`src/voltage_detect_cfg.svh`:
```
`ifndef VOLTAGE_DETECT_CFG_SVH
`define VOLTAGE_DETECT_CFG_SVH

// ----------------------------------------------------------------------------
// Register indices; the byte address is four times the index.
// ----------------------------------------------------------------------------
`define SUPPLY_MONITOR_STATUS_IDX 10'h031
`define DETECTOR_ENABLE_CONTROL_IDX 10'h032

// ----------------------------------------------------------------------------
// Reset values and field positions.
// ----------------------------------------------------------------------------
`define SUPPLY_MONITOR_STATUS_RESET 8'h08
`define DETECTOR_CTRL_WARM_RESET 8'h00
`define DETECTOR_CTRL_COLD_RESET 8'h20
`define LEVEL2_FLAG_BIT 3
`define LOW_POWER_BIT 0
`define DETECT0_BIT 5
`define DETECT2_BIT 7

// ----------------------------------------------------------------------------
// Timing.
// ----------------------------------------------------------------------------
`define PCLK_PERIOD_NS 8
`define ENABLE_SETTLE_TIME_NS 20000
`define ENABLE_SETTLE_CYCLES ((`ENABLE_SETTLE_TIME_NS + `PCLK_PERIOD_NS - 1) / `PCLK_PERIOD_NS)
`define INIT_CYCLES 2'h3

`endif

```
`src/voltage_detect_pkg.sv`:
```
package voltage_detect_pkg;

  // Layout of the detector enable control register.
  typedef struct packed {
    logic detect2_en;
    logic detect1_en;
    logic detect0_en;
    logic [3:0] reserved;
    logic low_internal_power_en;
  } detector_ctrl_s;

  // Stored part of the supply monitor status register.
  typedef struct packed {
    logic [3:0] reserved_hi;
    logic [2:0] reserved_lo;
  } monitor_status_s;

  // Bus slave answer phase.
  typedef enum logic [2:0] {
    BUS_INIT = 3'b001,
    BUS_IDLE = 3'b010,
    BUS_DONE = 3'b100
  } bus_state_e;

endpackage

```
`src/detect_settle_timer.sv`:
```
`timescale 1ns/1ps
`default_nettype none

// ----------------------------------------------------------------------------
// Holds a detection circuit off for a settling time after it is enabled.
// ----------------------------------------------------------------------------
module detect_settle_timer #(
  parameter int CYCLES = 2500
) (
  input wire logic pclk,
  input wire logic presetn,
  input wire logic enable,
  output logic ready
);

  localparam int CW = $clog2(CYCLES + 1);

  logic en_q_reg;
  logic [CW-1:0] cnt_reg;
  logic [CW-1:0] age_reg;

  // Remembers the enable of the last cycle to find its rising edge.
  always_ff @(posedge pclk or negedge presetn) begin
    if (!presetn) begin
      en_q_reg <= 1'b0;
    end else begin
      en_q_reg <= enable;
    end
  end

  // Loads the wait on a rising enable and counts it down.
  always_ff @(posedge pclk or negedge presetn) begin
    if (!presetn) begin
      cnt_reg <= '0;
    end else if (!enable) begin
      cnt_reg <= '0;
    end else if (!en_q_reg) begin
      cnt_reg <= CW'(CYCLES);
    end else if (cnt_reg != '0) begin
      cnt_reg <= cnt_reg - 1'b1;
    end
  end

  // Monitoring starts only once the wait has run out.
  always_ff @(posedge pclk or negedge presetn) begin
    if (!presetn) begin
      ready <= 1'b0;
    end else begin
      ready <= enable && en_q_reg && (cnt_reg == '0);
    end
  end

  // Counts how long the enable has been high, for checking only.
  always_ff @(posedge pclk or negedge presetn) begin
    if (!presetn) begin
      age_reg <= '0;
    end else if (!enable) begin
      age_reg <= '0;
    end else if (age_reg != CW'(CYCLES)) begin
      age_reg <= age_reg + 1'b1;
    end
  end

  property p_settle_wait;
    @(posedge pclk) disable iff (!presetn)
    ready |-> (age_reg == CW'(CYCLES));
  endproperty
  a_settle_wait: assert property (p_settle_wait) else $error("Detector ready before settling.");

  property p_settle_end;
    @(posedge pclk) disable iff (!presetn)
    (enable && age_reg == CW'(CYCLES)) ##1 enable |=> ready;
  endproperty
  a_settle_end: assert property (p_settle_end) else $error("Detector not ready after settling.");

endmodule

`default_nettype wire

```
`src/voltage_detect_ctrl_regs.sv`:
```
// Chosen here: the APB slave port.
`timescale 1ns/1ps
`default_nettype none
`include "voltage_detect_cfg.svh"

// Summary of operation
// - Level-2 flag is read-only: 0 below threshold, 1 at/above it or circuit 2 off or settling.
// - Software, watchdog and monitor 1/2 resets leave the status register unchanged.
// - Control resets to 00h, or detect0 set on cold reset or option bit 0.
// - Software, watchdog and monitor 1/2 resets leave the control register unchanged.
// - Control writes are ignored unless the write-protect enable is set first.
// - Control bits 5, 6 and 7 enable detection circuits 0, 1 and 2.
// - A newly enabled detection circuit waits the settling delay before monitoring.
// - Level-0 reset enable acts only while detection circuit 0 is enabled.
module voltage_detect_ctrl_regs #(
  parameter int SETTLE_CYCLES = `ENABLE_SETTLE_CYCLES
) (
  input wire logic pclk,
  input wire logic presetn,
  input wire logic psel,
  input wire logic penable,
  input wire logic pwrite,
  input wire logic [11:0] paddr,
  input wire logic [31:0] pwdata,
  output logic [31:0] prdata,
  output logic pready,
  output logic pslverr,
  input wire logic cold_reset_cause,
  input wire logic level0_startup_option,
  input wire logic level2_cmp_above,
  input wire logic write_protect_open,
  input wire logic level0_reset_en,
  output logic [2:0] detect_power_en,
  output logic [2:0] detect_active,
  output logic low_internal_power_en,
  output logic level0_reset_active
);

  // --------------------------------------------------------------------------
  // Declarations.
  // --------------------------------------------------------------------------
  voltage_detect_pkg::detector_ctrl_s ctrl_reg;
  voltage_detect_pkg::monitor_status_s status_reg;
  voltage_detect_pkg::bus_state_e bus_reg;
  logic [1:0] init_cnt_reg;
  logic [1:0] cold_sync_reg;
  logic [1:0] option_sync_reg;
  logic [1:0] cmp_sync_reg;
  logic level2_flag_reg;
  logic [2:0] settled;
  logic access_done;
  logic wr_status;
  logic wr_ctrl;
  logic [7:0] read_byte;

  // Tells whether the bus address selects the register of the given index.
  function automatic logic addr_hit(input logic [11:0] addr, input logic [9:0] idx);
    addr_hit = (addr == {idx, 2'b00});
  endfunction

  // --------------------------------------------------------------------------
  // Input synchronisers.
  // --------------------------------------------------------------------------
  // Straps and the comparator come from outside the clock domain.
  always_ff @(posedge pclk or negedge presetn) begin
    if (!presetn) begin
      cold_sync_reg <= 2'h0;
      option_sync_reg <= 2'h0;
      cmp_sync_reg <= 2'h0;
    end else begin
      cold_sync_reg <= {cold_sync_reg[0], cold_reset_cause};
      option_sync_reg <= {option_sync_reg[0], level0_startup_option};
      cmp_sync_reg <= {cmp_sync_reg[0], level2_cmp_above};
    end
  end

  // --------------------------------------------------------------------------
  // Start-up after reset release.
  // --------------------------------------------------------------------------
  // Waits for the synchronised straps before loading the reset value.
  always_ff @(posedge pclk or negedge presetn) begin
    if (!presetn) begin
      init_cnt_reg <= `INIT_CYCLES;
    end else if (init_cnt_reg != 2'h0) begin
      init_cnt_reg <= init_cnt_reg - 2'h1;
    end
  end

  // --------------------------------------------------------------------------
  // Bus slave.
  // --------------------------------------------------------------------------
  assign access_done = psel && penable && pready;
  assign wr_status = access_done && pwrite && addr_hit(paddr, `SUPPLY_MONITOR_STATUS_IDX);
  assign wr_ctrl = access_done && pwrite && addr_hit(paddr, `DETECTOR_ENABLE_CONTROL_IDX);

  // Raises pready one cycle after a request is seen, once start-up is over.
  always_ff @(posedge pclk or negedge presetn) begin
    if (!presetn) begin
      bus_reg <= voltage_detect_pkg::BUS_INIT;
      pready <= 1'b0;
    end else begin
      case (bus_reg)
        voltage_detect_pkg::BUS_INIT: begin
          if (init_cnt_reg == 2'h0) begin
            bus_reg <= voltage_detect_pkg::BUS_IDLE;
          end
        end
        voltage_detect_pkg::BUS_IDLE: begin
          if (psel) begin
            bus_reg <= voltage_detect_pkg::BUS_DONE;
            pready <= 1'b1;
          end
        end
        voltage_detect_pkg::BUS_DONE: begin
          bus_reg <= voltage_detect_pkg::BUS_IDLE;
          pready <= 1'b0;
        end
        default: begin
          bus_reg <= voltage_detect_pkg::BUS_IDLE;
          pready <= 1'b0;
        end
      endcase
    end
  end

  // Selects the read value; the flag bit is live and reserved bits are stored.
  always_comb begin
    read_byte = 8'h00;
    if (addr_hit(paddr, `SUPPLY_MONITOR_STATUS_IDX)) begin
      read_byte = {status_reg.reserved_hi, level2_flag_reg, status_reg.reserved_lo};
    end else if (addr_hit(paddr, `DETECTOR_ENABLE_CONTROL_IDX)) begin
      read_byte = ctrl_reg;
    end
  end

  // Registers read data and the error answer with pready.
  always_ff @(posedge pclk or negedge presetn) begin
    if (!presetn) begin
      prdata <= 32'h0;
      pslverr <= 1'b0;
    end else if (bus_reg == voltage_detect_pkg::BUS_IDLE && psel) begin
      prdata <= {24'h0, read_byte};
      pslverr <= !addr_hit(paddr, `SUPPLY_MONITOR_STATUS_IDX) &&
                 !addr_hit(paddr, `DETECTOR_ENABLE_CONTROL_IDX);
    end else begin
      prdata <= 32'h0;
      pslverr <= 1'b0;
    end
  end

  // --------------------------------------------------------------------------
  // Registers.
  // --------------------------------------------------------------------------
  // Only presetn clears these; other reset causes never reach them.
  always_ff @(posedge pclk or negedge presetn) begin
    if (!presetn) begin
      status_reg <= 7'({`SUPPLY_MONITOR_STATUS_RESET} >> 1) & 7'h78 | 7'h00;
    end else if (wr_status) begin
      status_reg <= {pwdata[7:4], pwdata[2:0]};
    end
  end

  // Loads the strap-dependent reset value, then takes protected writes.
  always_ff @(posedge pclk or negedge presetn) begin
    if (!presetn) begin
      ctrl_reg <= `DETECTOR_CTRL_WARM_RESET;
    end else if (init_cnt_reg == 2'h1) begin
      if (cold_sync_reg[1] || !option_sync_reg[1]) begin
        ctrl_reg <= `DETECTOR_CTRL_COLD_RESET;
      end else begin
        ctrl_reg <= `DETECTOR_CTRL_WARM_RESET;
      end
    end else if (wr_ctrl && write_protect_open) begin
      ctrl_reg <= pwdata[7:0];
    end
  end

  // --------------------------------------------------------------------------
  // Detection circuit control.
  // --------------------------------------------------------------------------
  genvar gi;
  generate
    for (gi = 0; gi < 3; gi++) begin : g_settle
      detect_settle_timer #(
        .CYCLES(SETTLE_CYCLES)
      ) u_settle (
        .pclk(pclk),
        .presetn(presetn),
        .enable(ctrl_reg[`DETECT0_BIT + gi]),
        .ready(settled[gi])
      );
    end
  endgenerate

  // Drives enables, monitoring state and the gated level-0 reset enable.
  always_ff @(posedge pclk or negedge presetn) begin
    if (!presetn) begin
      detect_power_en <= 3'h0;
      detect_active <= 3'h0;
      low_internal_power_en <= 1'b0;
      level0_reset_active <= 1'b0;
    end else begin
      detect_power_en <= ctrl_reg[`DETECT2_BIT:`DETECT0_BIT];
      detect_active <= settled;
      low_internal_power_en <= ctrl_reg[`LOW_POWER_BIT];
      level0_reset_active <= level0_reset_en && ctrl_reg.detect0_en;
    end
  end

  // Reads 1 while circuit 2 is off or settling, else the comparator level.
  always_ff @(posedge pclk or negedge presetn) begin
    if (!presetn) begin
      level2_flag_reg <= 1'(`SUPPLY_MONITOR_STATUS_RESET >> `LEVEL2_FLAG_BIT);
    end else begin
      // The enable bit itself forces the flag so it does not lag the timer.
      level2_flag_reg <= !ctrl_reg.detect2_en || !settled[2] || cmp_sync_reg[1];
    end
  end

  // --------------------------------------------------------------------------
  // Assertions.
  // --------------------------------------------------------------------------
  property p_flag_disabled;
    @(posedge pclk) disable iff (!presetn)
    !ctrl_reg.detect2_en |=> level2_flag_reg;
  endproperty
  a_flag_disabled: assert property (p_flag_disabled) else $error("Flag low while off.");

  property p_flag_below;
    @(posedge pclk) disable iff (!presetn)
    (ctrl_reg.detect2_en && settled[2] && !cmp_sync_reg[1]) |=> !level2_flag_reg;
  endproperty
  a_flag_below: assert property (p_flag_below) else $error("Flag high below threshold.");

  property p_status_hold;
    @(posedge pclk) disable iff (!presetn)
    !wr_status |=> $stable(status_reg);
  endproperty
  a_status_hold: assert property (p_status_hold) else $error("Status changed unwritten.");

  property p_reset_value;
    @(posedge pclk) disable iff (!presetn)
    (init_cnt_reg == 2'h1) |=>
      (ctrl_reg == (($past(cold_sync_reg[1]) || !$past(option_sync_reg[1])) ?
                    8'h20 : 8'h00));
  endproperty
  a_reset_value: assert property (p_reset_value) else $error("Bad control reset value.");

  property p_ctrl_hold;
    @(posedge pclk) disable iff (!presetn)
    (init_cnt_reg == 2'h0 && !wr_ctrl) |=> $stable(ctrl_reg);
  endproperty
  a_ctrl_hold: assert property (p_ctrl_hold) else $error("Control changed unwritten.");

  property p_protect;
    @(posedge pclk) disable iff (!presetn)
    (init_cnt_reg == 2'h0 && wr_ctrl && !write_protect_open) |=> $stable(ctrl_reg);
  endproperty
  a_protect: assert property (p_protect) else $error("Protected write took effect.");

  property p_enable_out;
    @(posedge pclk) disable iff (!presetn)
    ##1 detect_power_en == $past(ctrl_reg[7:5]);
  endproperty
  a_enable_out: assert property (p_enable_out) else $error("Enable outputs wrong.");

  property p_reserved;
    @(posedge pclk) disable iff (!presetn)
    (init_cnt_reg == 2'h0 && wr_ctrl && write_protect_open) |=>
      (ctrl_reg.reserved == $past(pwdata[4:1]));
  endproperty
  a_reserved: assert property (p_reserved) else $error("Reserved bits not stored.");

  property p_level0_gate;
    @(posedge pclk) disable iff (!presetn)
    level0_reset_active |-> $past(ctrl_reg.detect0_en);
  endproperty
  a_level0_gate: assert property (p_level0_gate) else $error("Level-0 reset ungated.");

  c_protected_write: cover property (@(posedge pclk) disable iff (!presetn)
    wr_ctrl && write_protect_open);
  c_refused_write: cover property (@(posedge pclk) disable iff (!presetn)
    wr_ctrl && !write_protect_open);
  c_detect2_live: cover property (@(posedge pclk) disable iff (!presetn)
    settled[2] && !level2_flag_reg);

endmodule

`default_nettype wire

```
`config.mk`:
```
export PLATFORM = sky130hd
export DESIGN_NAME = voltage_detect_ctrl_regs
export DESIGN_NICKNAME = d
export VERILOG_FILES = /design/src/voltage_detect_pkg.sv /design/src/detect_settle_timer.sv /design/src/voltage_detect_ctrl_regs.sv
export VERILOG_INCLUDE_DIRS = /design/src
export SDC_FILE = /design/constraint.sdc
export NUM_CORES = 1
export LEC_CHECK = 0
export BUFFER_PORTS_ARGS = -buffer_cell sky130_fd_sc_hd__buf_2
export CAP_MARGIN = 10
export CORE_UTILIZATION = 52
export CTS_BUF_LIST = sky130_fd_sc_hd__clkbuf_4 sky130_fd_sc_hd__clkbuf_8
export CTS_CLUSTER_SIZE = 20
export DETAILED_ROUTE_END_ITERATION = 10
export PLACE_DENSITY = 0.76
export SYNTH_ARGS = -nofsm -noshare
export SYNTH_HDL_FRONTEND = slang
export SYNTH_HIERARCHICAL = 1
export SYNTH_SLANG_ARGS = --single-unit
```
`constraint.sdc`:
```
create_clock -name pclk -period 4.3 [get_ports pclk]
set_input_delay 0.86 -clock pclk [delete_from_list [all_inputs] [get_ports pclk]]
set_output_delay 0.86 -clock pclk [all_outputs]
set_load 0.03 [all_outputs]
```
# Word-level counts from Yosys, hierarchy flattened

Index checks and enable logic that the tools add are counted.

Order comparisons: 0
Shift operators: 0
Reduce and logical (&&, ||, !) cells: 34
Multiply operators: 0
Div/mod/pow operators: 0
Eq/ne operators: 10
Bitwise gates (word level): 1
Add/sub/neg operators: 4
Mux-type cells: 21

Operators with widths:

| cell                    | number |
|---|---|
| $mux W12                | 9 |
| $mux W8                 | 5 |
| $logic_not A12 Y1       | 3 |
| $reduce_bool A12 Y1     | 3 |
| $sub A12 B1 Y12 const B | 3 |
| $eq A12 B8 Y1 const B   | 2 |
| $logic_and A1 B1 Y1     | 15 |
| $ne A3 B3 Y1 const B    | 3 |
| $mux W3                 | 2 |
| $mux W6                 | 1 |
| $pmux W3 S2             | 1 |
| $logic_not A1 Y1        | 5 |
| $ne A2 B2 Y1 const B    | 2 |
| $reduce_and A2 Y1       | 2 |
| $reduce_bool A2 Y1      | 2 |
| $eq A3 B1 Y1 const B    | 1 |
| $eq A3 B2 Y1 const B    | 1 |
| $logic_or A1 B1 Y1      | 3 |
| $eq A2 B1 Y1 const B    | 1 |
| $logic_not A2 Y1        | 1 |
| $mux W1                 | 2 |
| $pmux W1 S2             | 1 |
| $sub A2 B1 Y2 const B   | 1 |
| $not A1 Y1              | 1 |

Memory bits (writable): 0
Memories kept: 0
Flip-flop bits (word level): 87
Bits in read-only memories: 0
Bits of input ports: 54
Logic and storage cells: 99
Bits in latches: 0
Output and inout bits: 42

# Logic depth before layout (Yosys ltp)

Gate-level depths: netlist of the first run.

Word-level depth: 7
Depth in mapped cells: 6
Depth with buffers taken out: 6

# Cells and area by module

The synthesis of the first run kept the hierarchy.

Modules (own cells, without submodules):

| module                   | cells each | sequential area each (µm²) | area each (µm²) | times used |
|---|---|---|---|---|
| detect_settle_timer      | 74         | 350.3                      | 762.0           | 3 |
| voltage_detect_ctrl_regs | 161        | 1131.1                     | 1949.4          | 1 |

# Worst setup path after synthesis of the first run

Ideal clock, no wire load.

Kind: input -> register
Start: input port paddr[9]
End: register status_reg[0] (netlist bit)
Arrival: 2.032 ns
Stages on the path: 6
Data required time: 4.175 ns
Setup slack: 2.143 ns
Path buffers: 2
Setup time: 0.125 ns
Cells stage by stage: nor4_4 > and4_1 > buf_6 > and2_4 > buf_12 > mux2_4

Word-level cells in the longest chain between the ends: 2

RTL lines:

| element              | RTL line                        | source |
|---|---|---|
| start, declared      | voltage_detect_ctrl_regs.sv:23  | `input wire logic [11:0] paddr,` |
| $eq A12 B8 Y1        | voltage_detect_ctrl_regs.sv:58  | `addr_hit = (addr == {idx, 2'b00});` |
| $logic_and A1 B1 Y1  | voltage_detect_ctrl_regs.sv:93  | `` assign wr_status = access_done && pwrite && addr_hit(paddr, `SUPPLY_MONITOR_STATUS_IDX); `` |
| end signal, assigned | voltage_detect_ctrl_regs.sv:157 | `` status_reg <= 7'({`SUPPLY_MONITOR_STATUS_RESET} >> 1) & 7'h78 \| 7'h00; `` |
| end signal, assigned | voltage_detect_ctrl_regs.sv:159 | `status_reg <= {pwdata[7:4], pwdata[2:0]};` |
| end, declared        | voltage_detect_ctrl_regs.sv:43  | `voltage_detect_pkg::monitor_status_s status_reg;` |

Every way passes these cells.
A chain may end at the register's enable or synchronous reset.

# Worst setup path after layout of the first run

Start: input port paddr[9]
End: register status_reg[4] (netlist bit)

The elaborated chain is that of the path after synthesis.

==> summary by stage, run 1 <==
Die
The core box area is 7810 um^2. The chip width is 92.3 um. The floorplan has 32 rows. The vertical die dimension is 92.3 um. The effective utilization at floorplan is 0.542.

The die footprint is 8510 um^2. Pin placement for this block handled 96 I/O pins.

Pwr
The power density of the placed cells is 326 nW/um^2. Of the total power, registers draw 0.546. The relative contribution of the clock network to total power is 0.401. The total chip power is 1.52 mW. For this design the total switching power over the nets is 0.346 mW.

Summed over all cells, the static leakage comes to 2.24 nW. The switching fraction of total power is 0.228. The share of total power dissipated in combinational logic is 0.053. Across the VDD grid, the largest voltage drop is 0.162 mV. The internal cell power is 1.17 mW.

Setup path
In this run the worst path has a maximum fanout of 9. STA classifies the critical path endpoint as a flip-flop. The worst setup path is launched from a primary input. The required time of the worst setup path is 4540 ps. By startpoint and endpoint, the worst setup path is classified as primary input to flip-flop. The critical path arrival is 2410 ps.

Yosys
After synthesis, the share of flip-flops with an asynchronous set or reset is 1.00. The average footprint of a synthesized cell is 11.1 um^2. The post-synthesis instance area is 4240 um^2.

By area the synthesized netlist is led by sky130_fd_sc_hd__dfrtp_1 (49%), sky130_fd_sc_hd__buf_4 (4.6%), sky130_fd_sc_hd__nor2_1 (3.2%), sky130_fd_sc_hd__a21oi_1 (2.7%), sky130_fd_sc_hd__dfstp_2 (2.5%). In this run, distinct cell masters in the synthesized netlist total 53. The count of flip-flops with a built-in enable after synthesis is 0.

The largest total area in the synthesized netlist belongs to sky130_fd_sc_hd__dfrtp_1. The share of synthesized area in the top cell type comes to 0.490. The cell count after synthesis came out at 383.

After synthesis the netlist holds a flip-flop and latch count of 87. Yosys printed 6 warnings. The most used flip-flop cell after synthesis is sky130_fd_sc_hd__dfrtp_1. The share of the Yosys chip area taken by registers is 0.515.

Drt
The mean routed wirelength per cell is 14.6 um. The detailed-route DRC error count is 0. The number of vias per cell is 5.53. Before antenna repair, the detailed router went through 4 iterations. After detailed routing, the total wire length is 7.83 mm. Detailed routing inserted a total of 2,972 vias. The residual antenna-violating net count after detailed routing is 0. The count of routing violations after the opening detailed-route iteration is 112.

Timing
Setup repair after global routing left no endpoint under its margin. The summed negative setup slack over all endpoints is 0 ps. The worst path meets setup with 2120 ps of slack. The clock period could shrink to 2180 ps.

The clock arrives with 11.9 ps of skew. Setup violations remaining at the end of the flow were counted as 0. For the pin with the worst max-slew slack, the measured transition is 1050 ps. The final-report hold violation count is 0. The worst max-slew margin expressed relative to the limit is 0.297. The number of slew-limit violations in the final report is 0. On the final layout, the worst hold slack is 352 ps. The period utilization is 0.506. The maximum operating frequency is 0.460 GHz.

Global route
The maximum number of pins on one net before global-route repair is 88. The initial antenna violation count is 0. The number of global-route vias before repair is 2,903. Global routing finished with a remaining overflow of 0. Across every metal layer, demand over resource in global routing totals 0.203. The first global-routing pass estimated 13.5 mm of wire.

Layout
Leaving out fill and tap cells, the most frequent cell in the layout is sky130_fd_sc_hd__dfrtp_1. The flip-flop count of the largest register, all copies and words added is 36. The storage element area is 2180 um^2.

The multi-input combinational cells in the finished layout cover a total of 1830 um^2. Once layout is done, the placed cells without fillers occupy 4660 um^2. The antenna diode count is 0. The area added between synthesis and finish is 9.93%. The library cells used most frequently in the layout, excluding fill and tap cells, are sky130_fd_sc_hd__dfrtp_1 (83), sky130_fd_sc_hd__buf_2 (46), sky130_fd_sc_hd__nor2_1 (36). The number of filler instances in the final layout is 654. In the final layout, the share of cells above drive strength 1 is 0.239. The number of nets at the end of the flow is 492.

CTS
The cell sitting at the root of the clock tree is a sky130_fd_sc_hd__clkbuf_8. The hold buffer count at CTS is 0. In this run, post-CTS repair resized a total of 0 instances.

Counting the buffers created by CTS gives 9. At the later pin of the worst-skew pair, clock insertion delay measures 350 ps. The clock sink count is 87.

No sink is reached through more buffers than the 2 on the longest clock path. After clock tree synthesis, the clock-pin slew on the worst setup and hold paths is 80 ps. CTS built an H-tree with a depth of 3. The number of setup buffers added after CTS is 0.

The CTS tree is yes.

Flow run
The tool flagged a number of max-cap violations equal to 0.

Placed design
The placed wire-length estimate is 5.38 mm. Routability-driven placement finished with a final weighted congestion of 0.818. The placed instance area is 4440 um^2. Before CTS, the worst setup slack after placement is 1770 ps. The quantity of I/O buffers inserted on ports is 47.

Hold path
The worst min-delay path class is flip-flop to flip-flop.

Status
The flow ran to the end, and the final reports show no timing, DRC or antenna violations.
==> cells in the mapped netlist (4+ instances only) <==
cell / count
sky130_fd_sc_hd__a31oi_1: 4
sky130_fd_sc_hd__a21oi_1: 23
sky130_fd_sc_hd__or3_1: 4
sky130_fd_sc_hd__nand3b_1: 4
sky130_fd_sc_hd__a22oi_1: 8
sky130_fd_sc_hd__o21ai_0: 10
sky130_fd_sc_hd__buf_4: 26
sky130_fd_sc_hd__dfrtp_1: 83
sky130_fd_sc_hd__nand3_1: 16
sky130_fd_sc_hd__nand4_1: 7
sky130_fd_sc_hd__nor4_4: 4
sky130_fd_sc_hd__dfstp_2: 4
sky130_fd_sc_hd__nor4b_2: 6
sky130_fd_sc_hd__nand2_1: 24
sky130_fd_sc_hd__inv_1: 17
sky130_fd_sc_hd__nor2_1: 36
sky130_fd_sc_hd__or2_2: 4
sky130_fd_sc_hd__mux2i_1: 4
sky130_fd_sc_hd__xnor2_1: 10
sky130_fd_sc_hd__mux2_4: 7
sky130_fd_sc_hd__xor2_1: 6
sky130_fd_sc_hd__ha_1: 8
==> power groups by stage <==
stage          registers (mW)  logic, mW  clock network, mW
2_1_floorplan           0.850     0.0567                  0
3_3_place_gp            0.845     0.0805                  0
3_5_place_dp            0.845     0.0821                  0
4_1_cts                 0.829     0.0821              0.621
5_1_grt                 0.830     0.0893              0.655
6_report                0.829     0.0805              0.608
==> kinds of logic after synthesis <==
logic type               Yosys count  synth area share
XOR/XNOR                          16            0.0331
AND/OR/NAND/NOR                  138             0.209
adder cells (fa/ha/maj)            8            0.0236
multiplexers                      11            0.0343
other                              1          0.000885
flip-flops                        87             0.515
buffers and inverters             51            0.0739
AO/OA/AOI/OAI                     71             0.110
==> cell type report <==
| type | count | area share |
|---|---|---|
| flip-flops and latches | 87 | 0.469 |
| multi-input cells | 268 | 0.392 |
| repair buffers | 47 | 0.0511 |
| clock buffers | 14 | 0.0387 |
| well taps | 102 | 0.0274 |
| inverters | 17 | 0.0137 |
| clock inverters | 2 | 0.00806 |
==> path summary, 6_finish.rpt <==
path | start | endpoint | slack (ps) | cells past startpoint
max | paddr[9] | status_reg[4] | 2120 | 5
min | cold_sync_reg[0] | cold_sync_reg[1] | 350 | 0
max reg2reg | g_settle[2].u_settle/cnt_reg[0] | g_settle[2].u_settle/cnt_reg[1] | 2360 | 5
min reg2reg | cold_sync_reg[0] | cold_sync_reg[1] | 350 | 0
max in group asynchronous | presetn | g_settle[1].u_settle/cnt_reg[4] | 2930 | 1
min in group asynchronous | presetn | g_settle[0].u_settle/cnt_reg[2] | 690 | 1
==> critical path, stage by stage <==
cell                     delay [ps]
sky130_fd_sc_hd__buf_2          110
sky130_fd_sc_hd__nor4_4         310
sky130_fd_sc_hd__and4_1         490
sky130_fd_sc_hd__and2_4         320
sky130_fd_sc_hd__mux2_4         320
==> stage by stage <==
stage,instances,util
CTS,537,0.596
global placement,521,0.568
global route,537,0.596
floorplan,406,-
detailed placement,521,0.568
finish,537,0.596
==> per-layer routing <==
metal | up-vias | global-route usage | share of wire | routed length, um
li1 | 1412 | - | - | -
met1 | 1459 | 0.262 | 0.44 | 3450
met2 | 91 | 0.334 | 0.49 | 3860
met3 | 10 | 0.0423 | 0.047 | 371
met4 | 0 | 0.0781 | 0.019 | 152
met5 | - | 0 | 0 | 0
Note: power is estimated with default switching activity, not from simulation.
==> run 2, diff against run 1 <==
ABC_AREA = 1   (was default)
PLACE_DENSITY = 0.78   (was 0.76)
clock period = 1.75 ns   (was 4.3 ns; I/O delays follow)
==> run 2 against run 1 <==
  * Clock skew is 4.1 ps lower
  * Total power grew to 3.1 times the previous value
  * Via count up 24%
  * Synthesized cell count grew 41%
  * Core utilization up 0.96 points
  * Worst setup slack got worse by 2000 ps
  * Cell count up 33%
  * Die area up 11%
  * Worst hold slack lost 250 ps
  * Critical path depth increased by 2
  * Combinational power grew to 9.0 times the previous value
  * Register-to-register slack lost 2200 ps
  * Critical path type is now flip-flop to flip-flop
  * Critical endpoint is now g_settle[1].u_settle/cnt_reg[8]
==> summary by stage, run 2 <==
Layout
The flip-flop count of the largest register, all copies and words added is 36 (unchanged). The ratio of cells with drive above 1 in the final layout is 0.250 (was 0.239). The area added between synthesis and finish is 12.3% (was 9.93%). The number of nets at the end of the flow is 665 (was 492). The area used by multi-input combinational logic is 2130 um^2 (was 1830 um^2). The storage element area is 2180 um^2 (unchanged).

Leading cell types in the layout, fill and taps excluded: sky130_fd_sc_hd__dfrtp_1 (83), sky130_fd_sc_hd__nand2_1 (82), sky130_fd_sc_hd__inv_1 (69) (was sky130_fd_sc_hd__dfrtp_1 (83), sky130_fd_sc_hd__buf_2 (46), sky130_fd_sc_hd__nor2_1 (36)). The post-route cell area is 5310 um^2 (was 4660 um^2). The number of filler instances in the final layout is 725 (was 654). The antenna diode count is 0 (unchanged). The non-filler instance count after layout is 716 (was 537). The commonest non-fill, non-tap cell in the layout was sky130_fd_sc_hd__dfrtp_1 (unchanged).

Setup path
The startpoint of the lowest-slack register-to-register path was g_settle[1].u_settle/cnt_reg[0] (was g_settle[2].u_settle/cnt_reg[0]). The required time of the worst setup path is 1980 ps (was 4540 ps). The category of the worst setup path capture point is a flip-flop (unchanged). The endpoint of the most critical register-to-register path is g_settle[1].u_settle/cnt_reg[8] (was g_settle[2].u_settle/cnt_reg[1]). The largest driver fanout on the critical path is 6 (was 9).

The type of the worst setup path is flip-flop to flip-flop (was primary input to flip-flop). The element type at the critical path start was a flip-flop (was primary input). The critical path arrival is 1820 ps (was 2410 ps). The logic depth of the worst register-to-register path is 7 (was 5). The worst setup slack for register-to-register paths came to 160 ps (was 2360 ps).

Pwr
The relative contribution of the clock network to total power is 0.369 (was 0.401). The worst IR drop on VDD was 0.515 mV (was 0.162 mV). The leakage power of the design is 2.79 nW (was 2.24 nW).

The net load switching power was 1.33 mW (was 0.346 mW). The switching fraction of total power is 0.284 (was 0.228). The sequential group share of total power is 0.476 (was 0.546). The internal cell power is 3.34 mW (was 1.17 mW). The power density of the placed cells is 879 nW/um^2 (was 326 nW/um^2). The relative contribution of combinational cells to total power is 0.156 (was 0.053).

Yosys
The post-synthesis instance area was 4730 um^2 (was 4240 um^2). Most used standard cells in the synthesized netlist: sky130_fd_sc_hd__dfrtp_1 (83), sky130_fd_sc_hd__nand2_1 (82), sky130_fd_sc_hd__inv_1 (69), sky130_fd_sc_hd__nor2_1 (51), sky130_fd_sc_hd__nand3_1 (49) (was sky130_fd_sc_hd__dfrtp_1 (83), sky130_fd_sc_hd__nor2_1 (36), sky130_fd_sc_hd__buf_4 (26), sky130_fd_sc_hd__nand2_1 (24), sky130_fd_sc_hd__a21oi_1 (23)). The top cell type's share of synthesized area is 0.439 (was 0.490). The share of the synthesized netlist area taken by xor and xnor gates is 0.0130 (was 0.0331). The most common flop cell mapped by yosys is sky130_fd_sc_hd__dfrtp_1 (unchanged).

The count of flip-flops with a built-in enable after synthesis came to 0 (unchanged). The average footprint of a synthesized cell is 8.74 um^2 (was 11.1 um^2). The post-synthesis adder-cell area fraction was 0.0212 (was 0.0236). Synth top area cells: sky130_fd_sc_hd__dfrtp_1 (44%), sky130_fd_sc_hd__nand2_1 (6.5%), sky130_fd_sc_hd__inv_1 (5.5%), sky130_fd_sc_hd__nand3_1 (5.2%), sky130_fd_sc_hd__nor2_1 (4.0%) (was sky130_fd_sc_hd__dfrtp_1 (49%), sky130_fd_sc_hd__buf_4 (4.6%), sky130_fd_sc_hd__nor2_1 (3.2%), sky130_fd_sc_hd__a21oi_1 (2.7%), sky130_fd_sc_hd__dfstp_2 (2.5%)). The fraction of the mapped netlist area in compound gates is 0.0749 (was 0.110). The number of synthesis warnings is 6 (unchanged). The sequential fraction of the synthesis area is 0.461 (was 0.515). The cell with the most instances after synthesis is sky130_fd_sc_hd__dfrtp_1 (unchanged).

The proportion of synthesized flip-flops having asynchronous set or reset is 1.00 (unchanged). The simple-gate portion of the synthesized area is 0.322 (was 0.209). The share of synthesized area spent on multiplexers came to 0 (was 0.0343).

The number of storage elements in the synthesis netlist was 87 (unchanged). The main combinational cell family by area after synthesis is simple AND/OR/NAND/NOR gates (unchanged). The post-synthesis cell type with the largest combined area was sky130_fd_sc_hd__dfrtp_1 (unchanged). The cell count after synthesis came to 541 (was 383). The number of distinct library cell variants in the gate-level netlist after synthesis is 37 (was 53).

Placed design
The cell count after placement is 699 (was 521). The placed wire-length estimate is 6.86 mm (was 5.38 mm). The quantity of I/O buffers inserted on ports came to 47 (unchanged). The placed instance area is 5050 um^2 (was 4440 um^2).

The weighted congestion reported at the end of routability-driven placement was 0.868 (was 0.818).

Drt
The first-pass detailed-route iteration total is 4 (unchanged). The number of vias per cell is 5.16 (was 5.53). The mean routed wirelength per cell is 12.8 um (was 14.6 um). The total detailed-routing wirelength came to 9.20 mm (was 7.83 mm). The count of routing violations after the opening detailed-route iteration was 146 (was 112). The detailed-route DRC error count was 0 (unchanged). The total number of vias is 3,692 (was 2,972). The residual antenna-violating net count after detailed routing is 0 (unchanged).

Die
The effective utilization at floorplan is 0.540 (was 0.542). The row count is 34 (was 32). The chip width was 97.4 um (was 92.3 um).

The die footprint came to 9480 um^2 (was 8510 um^2). The vertical die dimension is 97.4 um (was 92.3 um). The count of boundary I/O pins is 96 (unchanged). The core box area is 8760 um^2 (was 7810 um^2).

Timing
The period utilization is 0.909. The final-report setup violation count is 0 (unchanged). The final worst clock skew came to 7.86 ps (was 11.9 ps). The number of slew-limit violations in the final report came to 0 (unchanged). The smallest clock period supported by the final layout is computed as 1590 ps. The final-report hold violation count was 0 (unchanged).

The summed negative setup slack over all endpoints is 0 ps (unchanged). The maximum operating frequency is 0.629 GHz. Setup repair after global routing missed its margin: no (unchanged).

CTS
The buffer depth of the longest clock path is 2 (unchanged). The total number of H-tree levels came to 3 (unchanged). The total CTS buffers was 9 (unchanged). The clock transition at the registers of the reported paths was 80 ps (about the same).

The CTS tree is yes (unchanged). The clock latency on the worst-skew pair was 350 ps (about the same). The root buffer cell was sky130_fd_sc_hd__clkbuf_8 (unchanged). The post-CTS resize count is 0 (unchanged). The clock sink count is 87 (unchanged).

Hold path
The launch point of the worst hold path is level0_startup_option (was cold_sync_reg[0]). The instance count along the most critical hold path is 1 (was 0). The worst min-delay path class was primary input to flip-flop (was flip-flop to flip-flop). The end point of the most critical hold path is option_sync_reg[0] (was cold_sync_reg[1]).

Flow run
The max-capacitance violation count was 0 (unchanged).

Global route
The number of global-route vias before repair is 3,501 (was 2,903). The initial antenna violation count is 0 (unchanged). The global-route usage over all layers was 0.204 (was 0.203). The total global routing overflow was 0 (unchanged). The maximum number of pins on one net before global-route repair is 36 (was 88). The wire length of the first global-routing pass is 15.8 mm (was 13.5 mm).

Status
Status: completed (unchanged).
## run 2: cell types whose count changed after synthesis, moves of 8 or more
cell / before / now
sky130_fd_sc_hd__nand2_1: 24 / 82
sky130_fd_sc_hd__inv_1: 17 / 69
sky130_fd_sc_hd__nand3_1: 16 / 49
sky130_fd_sc_hd__nor2_4: 0 / 17
sky130_fd_sc_hd__nor2_1: 36 / 51
sky130_fd_sc_hd__nor3_1: 0 / 15
sky130_fd_sc_hd__nand2_2: 0 / 14
sky130_fd_sc_hd__nand4_1: 7 / 21
sky130_fd_sc_hd__nor2_2: 0 / 10
sky130_fd_sc_hd__xnor2_1: 10 / 1
sky130_fd_sc_hd__inv_2: 0 / 8
## run 2: layer usage
metal / share of wire / vias up / track usage
met5: 0 / - / 0
met4: 0.011 / 0 / 0.0611
met3: 0.028 / 11 / 0.0302
met2: 0.50 / 62 / 0.348
met1: 0.46 / 1788 / 0.269
li1: - / 1831 / -
## run 2: critical path, stage by stage, from the launching register on
cell	delay [ps]
sky130_fd_sc_hd__dfrtp_1	430
sky130_fd_sc_hd__inv_1	210
sky130_fd_sc_hd__ha_1	260
sky130_fd_sc_hd__nand2_1	110
sky130_fd_sc_hd__nor2_4	140
sky130_fd_sc_hd__nand2_4	90
sky130_fd_sc_hd__o21bai_4	170
sky130_fd_sc_hd__a21oi_1	60
## run 2: logic make-up after synthesis
kind of cell,count (synthesis)
compound gates,53
flops,87
fa+ha+maj,8
simple gates,279
buf+inv,106
xor+xnor,7
other cells,1
## run 2: stage by stage
| step | power, mW | hold slack, ps | utilization | setup WS [ps] |
|---|---|---|---|---|
| 3_3_place_gp | 2.95 | 265 | 0.576 | 256 |
| 2_1_floorplan | 2.81 | 54.4 | - | 390 |
| 4_1_cts | 4.71 | 88.8 | 0.606 | 169 |
| 3_5_place_dp | 2.98 | 269 | 0.576 | 201 |
| 6_report | 4.67 | 104 | 0.606 | 159 |
| 5_1_grt | 4.89 | 93.1 | 0.606 | 96.1 |
## run 2: area by class of cell
class / instances / area share
Clock buffer: 10 / 0.0259
Clock inverter: 6 / 0.0219
Inverter: 79 / 0.0563
Multi-Input combinational cell: 371 / 0.401
Sequential cell: 87 / 0.411
Tap cell: 108 / 0.0254
Timing Repair Buffer: 55 / 0.0589
## run 2: how the worst max path moves through the flow
stage | slack (ps) | cells after the start | endpoint | from
finish | 160 | 7 | g_settle[1].u_settle/cnt_reg[8] | g_settle[1].u_settle/cnt_reg[0]
floorplan | 390 | 6 | ctrl_reg[1] | init_cnt_reg[1]
detailed placement | 200 | 7 | g_settle[1].u_settle/cnt_reg[8] | g_settle[1].u_settle/cnt_reg[0]
CTS | 170 | 7 | g_settle[1].u_settle/cnt_reg[8] | g_settle[1].u_settle/cnt_reg[0]
global route | 100 | 7 | g_settle[1].u_settle/cnt_reg[9] | g_settle[1].u_settle/cnt_reg[0]
global placement | 260 | 7 | g_settle[2].u_settle/cnt_reg[8] | g_settle[2].u_settle/cnt_reg[0]
## run 2: what timing repair did
item | in CTS | in global routing
hold endpoints to repair | 19 | 0
setup buffers | 0 | 0
hold buffers | 1 | 0
## run 2: power groups by stage
stage | Sequential [mW] | Combinational, mW | Clock, mW
2_1_floorplan | 2.28 | 0.527 | 0
3_3_place_gp | 2.25 | 0.693 | 0
3_5_place_dp | 2.26 | 0.724 | 0
4_1_cts | 2.22 | 0.732 | 1.76
5_1_grt | 2.23 | 0.821 | 1.83
6_report | 2.22 | 0.726 | 1.72
==> run 3, diff against run 2 <==
CORE_ASPECT_RATIO = 0.75   (was default)
clock period = 1.4 ns   (was 1.75 ns; I/O delays follow)
==> run 3 against run 2 <==
  * Flip-flop and latch count is the same
  * Count of clock-buffer cells in the layout is 1 higher
  * Fmax grew 18%
  * Clock power grew 4%
  * Total power grew 19%
  * Core utilization rose by 3.4 points
  * Cell count grew 2.2%
  * Worst setup slack worse by 110 ps
  * The flow now finishes with violations (DRC)
==> summary by stage, run 3 (same netlist as run 2, synthesis figures left out) <==
Setup path
The required time of the worst setup path is 1690 ps (was 1980 ps). The startpoint of the lowest-slack register-to-register path is g_settle[2].u_settle/cnt_reg[1] (was g_settle[1].u_settle/cnt_reg[0]). The logic depth of the worst register-to-register path is 8 (was 7). The cell with the largest stage delay on the worst path is sky130_fd_sc_hd__dfrtp_1 (unchanged). The type of the worst setup path is flip-flop to flip-flop (unchanged). The most numerous cell type found on the critical path is sky130_fd_sc_hd__inv_2. The endpoint of the worst setup timing path is g_settle[2].u_settle/cnt_reg[6] (was g_settle[1].u_settle/cnt_reg[8]).

The start point of the critical path is g_settle[2].u_settle/cnt_reg[1] (was g_settle[1].u_settle/cnt_reg[0]). Crit path cell chain: inv_2 > ha_2 > inv_1 > nor2_4 > inv_2 > nor2_2 > nor2_1 > a21oi_2 (was inv_1 > ha_1 > nand2_1 > nor2_4 > nand2_4 > o21bai_4 > a21oi_1). The largest stage delay on the critical path is 410 ps (was 430 ps). The category of the worst setup path capture point is a flip-flop (unchanged). The critical path arrival is 1650 ps (was 1820 ps).

The endpoint of the most critical register-to-register path is g_settle[2].u_settle/cnt_reg[6] (was g_settle[1].u_settle/cnt_reg[8]). The worst setup slack for register-to-register paths is 50 ps (was 160 ps). The largest driver fanout on the critical path came to 3 (was 6).

The element type at the critical path start is a flip-flop (unchanged).

Hold path
The worst min-delay path class is primary input to flip-flop (unchanged).

Layout
The number of nets at the end of the flow is 681 (was 665). The commonest non-fill, non-tap cell in the layout was sky130_fd_sc_hd__dfrtp_1 (unchanged). The flip-flop count of the largest register, all copies and words added is 36 (unchanged). The ratio of cells with drive above 1 in the final layout was 0.319 (was 0.250). The area added between synthesis and finish came to 16.8% (was 12.3%). The non-filler instance count after layout came to 732 (was 716). Leading cell types in the layout, fill and taps excluded: sky130_fd_sc_hd__dfrtp_1 (81), sky130_fd_sc_hd__nand2_1 (80), sky130_fd_sc_hd__inv_1 (60) (was sky130_fd_sc_hd__dfrtp_1 (83), sky130_fd_sc_hd__nand2_1 (82), sky130_fd_sc_hd__inv_1 (69)). The antenna diode count is 0 (unchanged).

Pwr
The worst IR drop on VDD was 0.661 mV (was 0.515 mV). The leakage power of the design is 2.85 nW (was 2.79 nW). The sequential group share of total power is 0.505 (was 0.476).

The relative contribution of the clock network to total power is 0.324 (was 0.369). The relative contribution of combinational cells to total power is 0.172 (was 0.156). The internal cell power is 3.85 mW (was 3.34 mW). The total chip power is 5.53 mW (was 4.67 mW). The power density of the placed cells is 1000 nW/um^2 (was 879 nW/um^2). The switching fraction of total power is 0.304 (was 0.284).

The net load switching power is 1.68 mW (was 1.33 mW).

Status
Status: complete, but fails checks (was completed). The checks that failed: DRC.

Die
The core box area is 8640 um^2 (was 8760 um^2). The effective utilization at floorplan is 0.548 (was 0.540). The die footprint is 9480 um^2 (about the same). The vertical die dimension came to 84.6 um (was 97.4 um).

The row count is 29 (was 34). The chip width was 112 um (was 97.4 um). The count of boundary I/O pins is 96 (unchanged).

Timing
The worst-case setup margin in the final layout is 48.0 ps (was 159 ps). The maximum operating frequency is 0.740 GHz (was 0.629 GHz). The tightest hold margin is 23.3 ps (was 104 ps).

The summed negative setup slack over all endpoints is 0 ps (unchanged). The post-layout minimum cycle time is 1350 ps (was 1590 ps). The number of slew-limit violations in the final report is 0 (unchanged). The final-report hold violation count is 0 (unchanged). The period utilization is 0.966 (was 0.909). The final worst clock skew is 14.2 ps (was 7.86 ps).

The final-report setup violation count is 0 (unchanged).

CTS
The total number of H-tree levels came to 3 (unchanged). The clock latency on the worst-skew pair was 370 ps (was 350 ps). The CTS tree is yes (unchanged). The root buffer cell is sky130_fd_sc_hd__clkbuf_8 (unchanged). The clock sink count is 87 (unchanged). The buffer depth of the longest clock path was 2 (unchanged). The total CTS buffers was 9 (unchanged). The clock transition at the registers of the reported paths is 80 ps (about the same).

Global route
The total global routing overflow is 0 (unchanged). The number of global-route vias before repair is 3,462 (was 3,501). The global-route usage over all layers is 0.217 (was 0.204). The initial antenna violation count is 0 (unchanged). The wire length of the first global-routing pass came to 16.1 mm (was 15.8 mm). The maximum number of pins on one net before global-route repair is 88 (was 36).

Flow run
The max-capacitance violation count came to 0 (unchanged).

Placed design
The placed wire-length estimate is 7.01 mm (was 6.86 mm). The cell count after placement was 710 (was 699). The pre-CTS setup slack is 37.3 ps (was 201 ps). The weighted congestion reported at the end of routability-driven placement came to 0.908 (was 0.868). The quantity of I/O buffers inserted on ports is 47 (unchanged).

Drt
The residual antenna-violating net count after detailed routing is 0 (unchanged). The first-pass detailed-route iteration total is 8 (was 4). The total number of vias is 3,809 (was 3,692). The detailed-route DRC error count is 1 (was 0). The count of routing violations after the opening detailed-route iteration is 261 (was 146). The mean routed wirelength per cell came to 13.4 um (was 12.8 um). The total detailed-routing wirelength is 9.83 mm (was 9.20 mm). The number of vias per cell is 5.20 (was 5.16).
-- run 3: cell types whose count changed in the layout (fill, tap and decap cells not counted), moves of 4 or more --
cell                     before  now
sky130_fd_sc_hd__buf_4        7   19
sky130_fd_sc_hd__inv_2        8   18
sky130_fd_sc_hd__inv_1       69   60
sky130_fd_sc_hd__nor2_1      51   43
sky130_fd_sc_hd__nor2_2      10   17
sky130_fd_sc_hd__ha_1         8    2
sky130_fd_sc_hd__ha_4         0    4
-- run 3: worst min path at each step --
stage                                from                 end  depth (start not counted)
6_report            level0_startup_option  option_sync_reg[0]                          1
3_5_place_dp   g_settle[1].u_settle/ready    detect_active[1]                          0
5_1_grt             level0_startup_option  option_sync_reg[0]                          1
4_1_cts             level0_startup_option  option_sync_reg[0]                          1
3_3_place_gp   g_settle[1].u_settle/ready    detect_active[1]                          0
2_1_floorplan                     presetn          bus_reg[1]                          0
-- run 3: worst max-delay path, delay by kind of cell (launching register included) --
kind / cells / cell delay [ps]
buf+inv: 3 / 260
fa+ha+maj: 1 / 210
flops: 1 / 410
compound gates: 1 / 130
simple gates: 3 / 280
-- run 3: timing repair --
action | 4_1_cts | 5_1_grt
setup buffers | 0 | 3
gates resized for setup | 0 | 41
setup endpoints to repair | 0 | 46
hold endpoints to repair | 85 | 0
hold buffers | 3 | 0
-- run 3: stage by stage --
stage,util,cell area (um^2)
2_1_floorplan,-,4810
3_5_place_dp,0.595,5140
3_3_place_gp,0.595,5140
6_report,0.640,5520
4_1_cts,0.622,5370
5_1_grt,0.640,5520
-- run 3: routing by layer --
| metal | wire [um] | track usage |
|---|---|---|
| met1 | 4350 | 0.285 |
| met2 | 4800 | 0.355 |
| met3 | 569 | 0.0614 |
| met4 | 110 | 0.0606 |
| met5 | 0 | 0 |
-- run 3: area by class of cell --
type                       count  area [um^2]
tap                          108          135
clock inverter                 5         57.6
sequential                    87         2180
timing repair buffer          71          454
inverter                      79          299
fill                         713         3110
multi-input combinational    371         2250
clock buffer                  11          145
-- run 3: power by group through the flow --
| stage | registers [mW] | clock network (mW) | logic, mW |
|---|---|---|---|
| 2_1_floorplan | 2.85 | 0 | 0.659 |
| 3_3_place_gp | 2.81 | 0 | 0.877 |
| 3_5_place_dp | 2.82 | 0 | 0.911 |
| 4_1_cts | 2.77 | 1.84 | 0.920 |
| 5_1_grt | 2.81 | 1.94 | 1.06 |
| 6_report | 2.79 | 1.79 | 0.950 |
